### config.mk
export PLATFORM = sky130hd
export DESIGN_NAME = watchdog_interval_timer
export DESIGN_NICKNAME = d
export VERILOG_FILES = /design/src/wdt_pkg.sv /design/src/key_clear_seq.sv /design/src/lf_tick_sync.sv /design/src/watchdog_interval_timer.sv
export SDC_FILE = /design/constraint.sdc
export NUM_CORES = 1
export LEC_CHECK = 0
export BUFFER_PORTS_ARGS = -buffer_cell sky130_fd_sc_hd__clkbuf_2
export CAP_MARGIN = 20
export CELL_PAD_IN_SITES_DETAIL_PLACEMENT = 1
export CELL_PAD_IN_SITES_GLOBAL_PLACEMENT = 1
export CORE_MARGIN = 5
export CORE_UTILIZATION = 45
export DETAILED_ROUTE_END_ITERATION = 8
export PLACE_DENSITY = 0.8
export SKIP_LAST_GASP = 1
export SLEW_MARGIN = 40
export SYNTH_ARGS = -nofsm -noshare
export SYNTH_HDL_FRONTEND = slang
export SYNTH_SLANG_ARGS = --single-unit
### constraint.sdc
create_clock -name i_sys_clk -period 2.7 [get_ports i_sys_clk]
set_clock_uncertainty 0.1 [all_clocks]
set_input_delay 0.54 -clock i_sys_clk [delete_from_list [all_inputs] [get_ports i_sys_clk]]
set_output_delay 0.54 -clock i_sys_clk [all_outputs]
set_load 0.005 [all_outputs]
### src/wdt_pkg.sv
// Purpose: Shared constants, types and helpers for the watchdog timer
// Assumes: 10 MHz system clock, 32.768 kHz low-speed clock input
// Notes:   Register offsets, field positions and counts live here only

package wdt_pkg;

  // System and low-speed clock rates
  localparam int unsigned SYS_CLK_HZ   = 10_000_000;
  localparam int unsigned SYS_CLK_MHZ  = 10;
  localparam int unsigned LF_CLK_HZ    = 32_768;

  // Half a low-speed period in ns, rounded down (longest time)
  localparam int unsigned KEY_WINDOW_NS = 1_000_000_000 / (2 * LF_CLK_HZ);
  // The same window in system clock cycles, rounded down
  localparam int unsigned KEY_WINDOW_CYC_I =
    (KEY_WINDOW_NS * SYS_CLK_MHZ) / 1000;
  localparam logic [7:0] KEY_WINDOW_CYC = 8'(KEY_WINDOW_CYC_I);

  // Register offsets
  localparam logic [7:0] WATCHDOG_CONTROL_ADDR = 8'hC9;
  localparam logic [7:0] RESET_CAUSE_ADDR      = 8'hCA;

  // Control field positions
  localparam int unsigned CTRL_KEY_MSB = 7;
  localparam int unsigned CTRL_KEY_LSB = 4;
  localparam int unsigned CTRL_EN_BIT  = 3;
  localparam int unsigned CTRL_MODE_BIT = 2;
  localparam int unsigned CTRL_INT_MSB = 1;
  localparam int unsigned CTRL_INT_LSB = 0;

  // Reset values
  localparam logic [7:0]  WATCHDOG_CONTROL_RST = 8'h00;
  localparam logic [14:0] COUNT_RST            = 15'h0000;

  // Clear keys
  localparam logic [3:0] KEY_FIRST  = 4'hA;
  localparam logic [3:0] KEY_SECOND = 4'h5;

  // Reset cause codes
  localparam logic [1:0] CAUSE_POWER_ON = 2'h0;
  localparam logic [1:0] CAUSE_EXTERNAL = 2'h1;
  localparam logic [1:0] CAUSE_WATCHDOG = 2'h2;

  // Deep sleep levels that wipe the counter
  localparam logic [1:0] SLEEP_LEVEL_TWO   = 2'h2;
  localparam logic [1:0] SLEEP_LEVEL_THREE = 2'h3;

  // Operating mode
  typedef enum logic {
    MODE_WATCHDOG = 1'b0,
    MODE_TIMER    = 1'b1
  } wdt_mode_t;

  // Control register layout, msb first
  typedef struct packed {
    logic [3:0] clear_key_field;
    logic       en;
    wdt_mode_t  mode;
    logic [1:0] interval_select;
  } watchdog_control_t;

  // Last count value of each interval (period count minus one)
  function automatic logic [14:0] interval_last(input logic [1:0] sel);
    case (sel)
      2'h0:    interval_last = 15'h7FFF;
      2'h1:    interval_last = 15'h1FFF;
      2'h2:    interval_last = 15'h01FF;
      default: interval_last = 15'h003F;
    endcase
  endfunction : interval_last

endpackage : wdt_pkg
### src/key_clear_seq.sv
// Purpose: Detect the two-write watchdog clear key sequence
// Assumes: Key writes already qualified by enable and watchdog mode
// Notes:   Second key must land within half a low-speed period

`timescale 1ns/10ps
`default_nettype none

module key_clear_seq
  import wdt_pkg::*;
(
  input  wire logic       i_sys_clk,
  input  wire logic       i_nrst,
  input  wire logic       i_ce,
  input  wire logic       i_key_wr,
  input  wire logic [3:0] i_key,
  output logic            o_clear
);

  // Sequence states
  typedef enum logic {
    SEQ_IDLE  = 1'b0,
    SEQ_ARMED = 1'b1
  } seq_st_t;

  typedef struct packed {
    seq_st_t    st;
    logic [7:0] left;
    logic       clear;
  } seq_state_t;

  seq_state_t cur;       // Registered state
  seq_state_t next_cur;  // Next state

  // Arm on first key, fire on second key in time
  always_comb begin
    next_cur       = cur;
    next_cur.clear = 1'b0;
    case (cur.st)
      SEQ_IDLE: begin
        if (i_key_wr && i_key == KEY_FIRST) begin
          next_cur.st   = SEQ_ARMED;
          next_cur.left = KEY_WINDOW_CYC;
        end
      end
      SEQ_ARMED: begin
        if (i_key_wr) begin
          // Any other value drops the sequence; 0xA re-arms
          next_cur.clear = (i_key == KEY_SECOND);
          next_cur.st    = (i_key == KEY_FIRST) ? SEQ_ARMED : SEQ_IDLE;
          next_cur.left  = KEY_WINDOW_CYC;
        end else if (cur.left == 8'h01) begin
          next_cur.st = SEQ_IDLE;
        end else begin
          next_cur.left = cur.left - 8'h01;
        end
      end
      default: next_cur.st = SEQ_IDLE;
    endcase
  end

  // State register, frozen by clock enable
  always_ff @(posedge i_sys_clk or negedge i_nrst) begin
    if (!i_nrst) begin
      cur <= '0;
    end else if (i_ce) begin
      cur <= next_cur;
    end
  end

  assign o_clear = cur.clear;

endmodule : key_clear_seq

`default_nettype wire

### src/lf_tick_sync.sv
// Purpose: Turn the low-speed clock input into one-cycle ticks
// Assumes: Low-speed clock far slower than the system clock
// Notes:   First flop feeds only the second flop

`timescale 1ns/10ps
`default_nettype none

module lf_tick_sync
  import wdt_pkg::*;
(
  input  wire logic i_sys_clk,
  input  wire logic i_nrst,
  input  wire logic i_ce,
  input  wire logic i_lf_clk,
  output logic      o_tick
);

  // Synchroniser and edge history
  typedef struct packed {
    logic meta;
    logic sync;
    logic prev;
    logic [1:0] fill;  // Cycles since reset, saturating
  } tick_state_t;

  tick_state_t cur;       // Registered state
  tick_state_t next_cur;  // Next state

  // Shift the input through the synchroniser
  always_comb begin
    next_cur      = cur;
    next_cur.meta = i_lf_clk;
    next_cur.sync = cur.meta;
    next_cur.prev = cur.sync;
    // History is only real once prev holds a sampled pin level
    next_cur.fill = (cur.fill == 2'h3) ? cur.fill : cur.fill + 2'h1;
  end

  // State register, frozen by clock enable
  always_ff @(posedge i_sys_clk or negedge i_nrst) begin
    if (!i_nrst) begin
      cur <= '0;
    end else if (i_ce) begin
      cur <= next_cur;
    end
  end

  // Rising edge of the low-speed clock, none from the reset value
  assign o_tick = i_ce & (cur.fill == 2'h3) & cur.sync & ~cur.prev;

endmodule : lf_tick_sync

`default_nettype wire

### src/watchdog_interval_timer.sv
// Purpose: Watchdog and interval timer with one control register
// Assumes: Plain register port, 10 MHz clock, low-speed clock as input
// Notes:   Reset cause survives i_nrst and is cleared by i_npor only
//
// How it works
// - 15-bit counter advances on low-speed clock ticks
// - Deep sleep levels force counter to zero
// - Reset leaves control all zero, timer off
// - Mode bit: 0 watchdog, 1 interval timer
// - Enable bit set starts counting each tick
// - Watchdog running ignores enable clear writes
// - Watchdog running ignores mode bit writes
// - Interval codes pick 32768, 8192, 512, 64
// - Watchdog expiry requests a system reset
// - Keys 0xA then 0x5 quickly clear watchdog
// - Sequence clears only if the second key lands in the window
// - Key writes ignored while enable is zero
// - Interval select stays writable while running
// - Watchdog mode never raises an interrupt
// - Timer mode expiry raises an interrupt pulse
// - Timer mode expiry never resets the system
// - Timer mode key bit 0 clears counter
// - Timer disable stops, re-enable restarts from zero
// - Control layout: key, enable, mode, interval
// - Reset cause readable after every reset
// - Cause codes: 00 power, 01 pin, 10 watchdog
//
// The plain strobed port is this design's own decision.

`timescale 1ns/10ps
`default_nettype none

module watchdog_interval_timer
  import wdt_pkg::*;
(
  input  wire logic       i_sys_clk,
  input  wire logic       i_nrst,
  input  wire logic       i_npor,
  input  wire logic       i_ce,
  input  wire logic       i_lf_clk,
  input  wire logic [1:0] i_sleep_mode,
  input  wire logic [7:0] i_addr,
  input  wire logic [7:0] i_wdata,
  input  wire logic       i_wr,
  input  wire logic       i_rd,
  output logic      [7:0] o_rdata,
  output logic            o_wdt_rst,
  output logic            o_timer_irq
);

  // Timer state, cleared by system reset
  typedef struct packed {
    watchdog_control_t ctrl;     // Control register
    logic [14:0]       count;    // Interval counter
    logic              rst_req;  // Watchdog reset request
    logic              irq;      // Interval interrupt pulse
    logic [7:0]        rdata;    // Read data, one cycle after strobe
  } timer_state_t;

  // Reset cause state, cleared by power-on reset only
  typedef struct packed {
    logic       nrst_meta;  // Reset pin synchroniser, first stage
    logic       nrst_sync;  // Reset pin synchroniser, second stage
    logic       nrst_prev;  // Previous synchronised level
    logic       pending;    // Watchdog asked for the reset
    logic [1:0] cause;      // Latest reset cause
  } cause_state_t;

  timer_state_t cur;         // Registered timer state
  timer_state_t next_cur;    // Next timer state
  cause_state_t cause;       // Registered cause state
  cause_state_t next_cause;  // Next cause state

  logic              lf_tick;      // One cycle per low-speed rising edge
  logic              key_clear;    // Completed watchdog key sequence
  logic              ctrl_wr;      // Write to control register
  logic              ctrl_rd;      // Read of control register
  logic              cause_rd;     // Read of reset cause register
  logic              wd_locked;    // Watchdog running, locked on
  logic              key_wr;       // Qualified watchdog key write
  watchdog_control_t wr_ctrl;      // Written value as fields
  logic              deep_sleep;   // Sleep level two or three
  logic              restart;      // Enable rising, count from zero
  logic              timer_clear;  // Timer mode direct clear
  logic              at_last;      // Counter at selected interval end

  // Register port decode
  always_comb begin
    ctrl_wr  = 1'b0;
    ctrl_rd  = 1'b0;
    cause_rd = 1'b0;
    if (i_addr == WATCHDOG_CONTROL_ADDR) begin
      ctrl_wr = i_wr;
      ctrl_rd = i_rd;
    end else if (i_addr == RESET_CAUSE_ADDR) begin
      cause_rd = i_rd;
    end
  end

  // Written byte viewed through the field layout
  assign wr_ctrl = watchdog_control_t'(i_wdata);

  // Enabled in watchdog mode locks enable and mode
  assign wd_locked = cur.ctrl.en && (cur.ctrl.mode == MODE_WATCHDOG);

  // Key writes count only while enabled in watchdog mode
  assign key_wr = ctrl_wr && wd_locked;

  // Counter wipe when the chip goes to deep sleep
  assign deep_sleep = (i_sleep_mode == SLEEP_LEVEL_TWO) ||
                      (i_sleep_mode == SLEEP_LEVEL_THREE);

  // Off to on through a write restarts the count
  assign restart = ctrl_wr && !cur.ctrl.en && wr_ctrl.en;

  // Timer mode clear by key bit 0, only while enabled
  assign timer_clear = ctrl_wr && cur.ctrl.en &&
                       (cur.ctrl.mode == MODE_TIMER) &&
                       wr_ctrl.clear_key_field[0];

  // Terminal count for the selected interval
  assign at_last = (cur.count ==
                    interval_last(cur.ctrl.interval_select));

  // Low-speed clock edges brought into this domain
  lf_tick_sync u_tick (
    .i_sys_clk (i_sys_clk),
    .i_nrst    (i_nrst),
    .i_ce      (i_ce),
    .i_lf_clk  (i_lf_clk),
    .o_tick    (lf_tick)
  );

  // Two-write clear key detection
  key_clear_seq u_key (
    .i_sys_clk (i_sys_clk),
    .i_nrst    (i_nrst),
    .i_ce      (i_ce),
    .i_key_wr  (key_wr),
    .i_key     (wr_ctrl.clear_key_field),
    .o_clear   (key_clear)
  );

  // Control register, counter and expiry handling
  always_comb begin
    next_cur       = cur;
    next_cur.irq   = 1'b0;
    next_cur.rdata = 8'h00;

    // Control register write
    if (ctrl_wr) begin
      // Interval and key always take the new value
      next_cur.ctrl.interval_select = wr_ctrl.interval_select;
      next_cur.ctrl.clear_key_field = wr_ctrl.clear_key_field;
      if (!wd_locked) begin
        // Free to change mode and enable
        next_cur.ctrl.mode = wr_ctrl.mode;
        next_cur.ctrl.en   = wr_ctrl.en;
      end
      // Locked: enable and mode keep their value
    end

    // Counter update, sleep wipe first
    if (deep_sleep) begin
      next_cur.count = COUNT_RST;
    end else if (restart || timer_clear) begin
      // Fresh start or direct timer clear
      next_cur.count = COUNT_RST;
    end else if (key_clear && cur.ctrl.en) begin
      // Completed key sequence wins even on the last tick
      next_cur.count = COUNT_RST;
    end else if (cur.ctrl.en && lf_tick && !cur.rst_req) begin
      if (at_last) begin
        if (cur.ctrl.mode == MODE_TIMER) begin
          // Periodic event, no reset
          next_cur.irq   = 1'b1;
          next_cur.count = COUNT_RST;
        end else begin
          // Expiry in watchdog mode, no interrupt
          next_cur.rst_req = 1'b1;
        end
      end else begin
        // Plain increment per low-speed period
        next_cur.count = cur.count + 15'h0001;
      end
    end

    // Read data for the following cycle only
    if (ctrl_rd) begin
      next_cur.rdata = cur.ctrl;
    end else if (cause_rd) begin
      next_cur.rdata = {6'h00, cause.cause};
    end
  end

  // Timer state register, all zero on system reset
  always_ff @(posedge i_sys_clk or negedge i_nrst) begin
    if (!i_nrst) begin
      cur.ctrl    <= watchdog_control_t'(WATCHDOG_CONTROL_RST);
      cur.count   <= COUNT_RST;
      cur.rst_req <= 1'b0;
      cur.irq     <= 1'b0;
      cur.rdata   <= 8'h00;
    end else if (i_ce) begin
      cur <= next_cur;
    end
  end

  // Reset cause tracking across system resets
  always_comb begin
    next_cause           = cause;
    next_cause.nrst_meta = i_nrst;
    next_cause.nrst_sync = cause.nrst_meta;
    next_cause.nrst_prev = cause.nrst_sync;
    // Remember that the watchdog asked for a reset
    if (cur.rst_req) begin
      next_cause.pending = 1'b1;
    end
    // Falling edge of the reset pin names the cause
    if (!cause.nrst_sync && cause.nrst_prev) begin
      next_cause.pending = 1'b0;
      if (cause.pending || cur.rst_req) begin
        next_cause.cause = CAUSE_WATCHDOG;
      end else begin
        next_cause.cause = CAUSE_EXTERNAL;
      end
    end
  end

  // Cause register, power-on only clears it
  always_ff @(posedge i_sys_clk or negedge i_npor) begin
    if (!i_npor) begin
      cause.nrst_meta <= 1'b0;
      cause.nrst_sync <= 1'b0;
      cause.nrst_prev <= 1'b0;
      cause.pending   <= 1'b0;
      cause.cause     <= CAUSE_POWER_ON;
    end else if (i_ce) begin
      cause <= next_cause;
    end
  end

  // Outputs straight from flops
  assign o_rdata     = cur.rdata;
  assign o_wdt_rst   = cur.rst_req;
  assign o_timer_irq = cur.irq;

endmodule : watchdog_interval_timer

`default_nettype wire

# Yosys cells after proc, flatten, opt, wreduce, memory -nomap -nowiden
# Cells that the tools add are included.
[op_classes]
n_bitwise = 11
n_reduce_logical = 29
n_eq_ne = 14
muxes = 30
n_addsub = 3
[ops]
columns = ["cell", "n"]
rows = [
  ["$mux 15", 5],
  ["$pmux 15 s3", 1],
  ["$mux 9", 2],
  ["$pmux 9 s2", 1],
  ["$mux 17", 1],
  ["$eq 8x8->1 const B", 2],
  ["$mux 8", 2],
  ["$add 15x1->15 const B", 1],
  ["$eq 15x15->1", 1],
  ["$mux 1", 14],
  ["$logic_and 1x1->1", 12],
  ["$reduce_and 3->1", 3],
  ["$eq 2x2->1 const B", 4],
  ["$eq 8x1->1 const B", 1],
  ["$not 1->1", 8],
  ["$reduce_and 2->1", 4],
  ["$sub 8x1->8 const B", 1],
  ["$reduce_and 7->1", 1],
  ["$mux 2", 3],
  ["$ne 5x3->1 const B", 1],
  ["$eq 4x3->1 const B", 1],
  ["$eq 4x4->1 const B", 1],
  ["$reduce_bool 4->1", 1],
  ["$and 1x1->1", 3],
  ["9 further kinds", 13],
]
[totals]
output_inout_bits = 10
reg_bits = 54
input_bits = 25
elab_cells = 107

# Depth between registers and ports, before layout
[logic_depth]
word_depth = 10
ltp_mapped = 7

# Hierarchy
# A second synthesis with hierarchy kept.
[hier_totals]
hier_cells = 302
hier_area_um2 = 3069.2
[by_module_without_submodules]
columns = ["mod", "cells_per_inst", "area_each_um2", "instances"]
rows = [
  ["watchdog_interval_timer", 220, 2234.6, 1],
  ["key_clear_seq", 69, 615.6, 1],
  ["lf_tick_sync", 13, 219.0, 1],
]

# Worst setup path after synthesis
# No wires, ideal clock.
[synth_path]
path_kind = "input -> register"
start = "input i_addr[5]"
end = "register cur[21] (netlist bit)"
arrival_ns = 1.943
t_required_ns = 2.458
path_stages = 6
path_slack_ns = 0.516
cell_sequence = "or4b_4 -> a2111oi_4 -> a221oi_1 -> o21ai_2 -> buf_6 -> o221ai_1"
[synth_via]
elab_chain_len = 8
[synth_lines]
columns = ["item", "line", "text"]
rows = [
  ["from (decl)", "watchdog_interval_timer.sv:42", "input wire logic [7:0] i_addr,"],
  ["$eq 8x8->1 (*)", "watchdog_interval_timer.sv:92", "if (i_addr == WATCHDOG_CONTROL_ADDR) begin"],
  ["$mux 1 (*)", "watchdog_interval_timer.sv:92", ""],
  ["$logic_and 1x1->1 (2 in a row)", "watchdog_interval_timer.sv:117", "assign timer_clear = ctrl_wr && cur.ctrl.en &&"],
  ["$logic_and 1x1->1", "watchdog_interval_timer.sv:118", "(cur.ctrl.mode == MODE_TIMER) &&"],
  ["$logic_or 1x1->1 (*)", "watchdog_interval_timer.sv:166", "end else if (restart || timer_clear) begin"],
  ["$ne 5x3->1 (no source line), or another cell as far along", "n/a", ""],
  ["$reduce_and 3->1 (no source line) or $mux 15 (tied branches)", "n/a", ""],
  ["to (signal assigned)", "watchdog_interval_timer.sv:205", "cur <= next_cur;"],
  ["to (decl)", "watchdog_interval_timer.sv:69", "timer_state_t cur;"],
]
# Every way passes the cells marked *; elsewhere a longest branch is shown, timed or not.
# A chain may end at the register's enable or synchronous reset.

# Worst setup path in the final report
[layout_path]
start = "register u_tick.cur[0] (netlist bit)"
end = "register cur[21] (netlist bit)"
[layout_via]
elab_chain_len = 8
[layout_lines]
columns = ["item", "line", "text"]
rows = [
  ["from (decl)", "lf_tick_sync.sv:26", "tick_state_t cur;"],
  ["from (signal assigned)", "lf_tick_sync.sv:44", "cur <= next_cur;"],
  ["$eq 2x2->1", "lf_tick_sync.sv:49", "assign o_tick = i_ce & (cur.fill == 2'h3) & cur.sync & ~cur.prev;"],
  ["$and 1x1->1 (3 in a row)", "lf_tick_sync.sv:49", ""],
  ["$logic_and 1x1->1 (2 in a row)", "watchdog_interval_timer.sv:172", "end else if (cur.ctrl.en && lf_tick && !cur.rst_req) begin"],
  ["$reduce_bool 4->1 (no source line)", "n/a", ""],
  ["$reduce_and 3->1 (no source line)", "n/a", ""],
]
# No other way between the ends.

==> metrics <==
status=complete, no violations; critical path startpoint=u_tick.cur[0]$_DFFE_PN0P_; critical path type=flip-flop to flip-flop; DRT iter0 DRCs=slightly below 90; Arrival @ worst endpoint=2540 ps; Synthesized Nets=334; switching power total=380.4 uW; Worst Hold Class=input pin to async pin; r2r endpoint=cur[21]$_DFFE_PN0P_; Via density=between 5 and 6; Mapped Avg Cell Area=between 9 and 10 sq um; Die ar.=around 8200 sq um; global-route wire length before repair=11690 um; final wirelength=around 6700 um; final setup fails=0; Yosys reg bits=between 50 and 60; largest net degree at the start of global routing=49; post-layout worst setup margin=about 270 ps; FF-to-FF path depth=6; share of layout cells above drive strength 1=about a fifth; chip width=~91 um; routed len/inst=about 16 um; distinct cell type count after synthesis=between 40 and 50; CP Max Fanout=10; Area Growth Syn to Fin=10.41%; Ports=35; Max-Cap Viols=0; core box area=about 6300 sq um; root buffer cell=clkbuf_8; Pwr Density=about 470 nW/um^2; number of flops mapped to enable cells by yosys=0; WP data required=between 2000 and 3000 ps; clk slew on worst S/H paths=100 ps; Initial Util=46.25%; Critical Path End Type=flip-flop; final-report hold violation count=0; r2r setup slk=roughly 270 ps; Port Buffers=33; setup TNS=0 ps; Peak VDD IR=a little over 0.3 mV; combinational power share=between 10% and 20%; vias after detailed routing=~2400; RSZ-0062 raised after global routing=no; CTS Buffer Depth=2; cell count after synthesis=slightly above 300; CP Launch Type=flip-flop; First-pass DRT Iterations=5; WHS=about 260 ps; Synth async-reset ratio=100.0%; Reg power frac=58.3%; Post-CTS Setup Inserts=0; number of nets with antenna violations after detailed routing=0; non-filler cells, final=410; drt drc=0; worst slew pin tran=roughly 700 ps; worst r2r src=u_tick.cur[0]$_DFFE_PN0P_; diode count=0; initial antenna violation count=0; cts bufs inserted=5; Leak=around 0.0014 uW; placed cell count=between 400 and 500; fin nets=between 300 and 400; vias in the first global route=2485; top_reg_cell synth=dfrtp_1; fin crit share=around nine tenths; CTS tree=done; gr usage total=roughly 17%; die height=roughly 90 um; fmax=411.6 MHz; GPL Wtd Cong=roughly 0.76; warnings from Yosys=0; Placement Setup Slack=just under 100 ps; DP HPWL=4944 um; Sink Count=54; synthesized cell area=2920 sq um; sequential element share of the synthesized area=46.27%; max_slew headroom=54.41%; cell-internal power=between 1000 and 1500 uW; Total Power=1520 uW; clock power share=approximately a third; row count=29; GRT overflow=0; Sw Ratio=approximately 25%; clk_lat worst skew=approximately 310 ps; fin crit period=~2400 ps; CTS H-tree depth=2; final slew viol count=0
power by group through the flow:
stage	clock network [uW]	logic, uW	registers (uW)
after global placement	0	145	898
after CTS	494	157	886
after global routing	535	175	892
final	482	152	886
after detailed placement	0	155	903
after floorplan	0	98.8	890
placed cells by master, fill, tap and decap left out, types with 2 or more instances in the layout:
cell and n:
nor4bb_1 4, and3_1 6, nor2b_1 5, nor2_1 10, or3_1 3, nand3b_1 2, o211ai_1 7, a22o_1 4
ha_1 4, nand3_1 20, mux2_2 13, nor4_1 3, clkbuf_8 6, a31oi_1 3, o21a_1 5, nand2_1 29
o21ai_0 21, mux2i_1 2, nor3_1 9, dfrtp_1 54, o221ai_1 7, o22ai_1 2, nand2b_1 4, a21oi_1 10
and2_1 3, nand4_1 7, buf_4 5, o2111ai_1 2, clkbuf_2 33, inv_1 29
logic make-up after synthesis:
kind of cell	synth area share (%)
buf+inv	7.541
xor+xnor	0.3000
mux	5.698
simple gates	21.51
flops	46.27
compound gates	16.97
fa+ha+maj	1.714
worst max path at each step:
stage	endpoint	slack, ps
CTS	cur[21]$_DFFE_PN0P_	70
global route	cur[21]$_DFFE_PN0P_	110
finish	cur[21]$_DFFE_PN0P_	270
global placement	cur[16]$_DFFE_PN0P_	240
floorplan	cur[21]$_DFFE_PN0P_	520
detailed placement	cur[21]$_DFFE_PN0P_	100
routing by layer:
| metal | vias up | share of wire, % | wire length (um) | GRT usage, % |
|---|---|---|---|---|
| met5 | - | 0 | 0 | 0 |
| met4 | 0 | 0.57 | 38 | 3.350 |
| met3 | 4 | 2.8 | 185 | 3.667 |
| met2 | 26 | 50 | 3357 | 28.69 |
| met1 | 1168 | 46 | 3099 | 21.97 |
| li1 | 1152 | - | - | - |
worst max-delay path, stage by stage (launching register included):
cell      delay, ps
dfrtp_1         380
ha_1            170
nor4bb_1        370
nand3_1         220
nor3b_4         460
nand2_1         320
o221ai_1        300
layout make-up:
class / instances / area [sq um]
Timing Repair Buffer: 39 / 212.7
Fill cell: 754 / 3089
Clock inverter: 2 / 12.51
Inverter: 29 / 108.9
Tap cell: 77 / 96.34
Sequential cell: 54 / 1351
Multi-Input combinational cell: 203 / 1360
Clock buffer: 6 / 82.58
per-stage QoR:
step                cell area, sq um  utilization (%)
global placement                3108            49.23
detailed placement              3113            49.31
global route                    3224            51.07
finish                          3224            51.07
floorplan                       2920                -
CTS                             3218            50.97
Yosys cell counts, types with 6 or more instances:
cell type / instances / share of area, %
a21oi_1: 10 / 1.7
inv_1: 29 / 3.7
nor2_1: 10 / 1.3
nand4_1: 7 / 1.5
nand3_1: 20 / 3.4
and3_1: 6 / 1.3
clkbuf_1: 7 / 0.90
dfrtp_1: 54 / 46
mux2_2: 13 / 5.0
o211ai_1: 7 / 1.8
nand2_1: 29 / 3.7
buf_4: 8 / 2.1
o221ai_1: 7 / 2.1
nor3_1: 10 / 1.7
o21ai_0: 21 / 3.6
what timing repair did:
| item | in CTS | in global routing |
|---|---|---|
| endpoints found under the setup margin | 0 | 5 |
| resized for setup | 0 | 1 |
| hold endpoints to repair | 6 | 0 |
| hold buffers | 1 | 0 |
sequential cells by signal, summed over array words and instances (netlist names):
signal,count
u_key.cur,9
u_tick.cur,5
o_rdata,8
o_wdt_rst,1
u_key.o_clear,1
cur,23
cause,6
o_timer_irq,1
(Power assumes the default switching activity.)
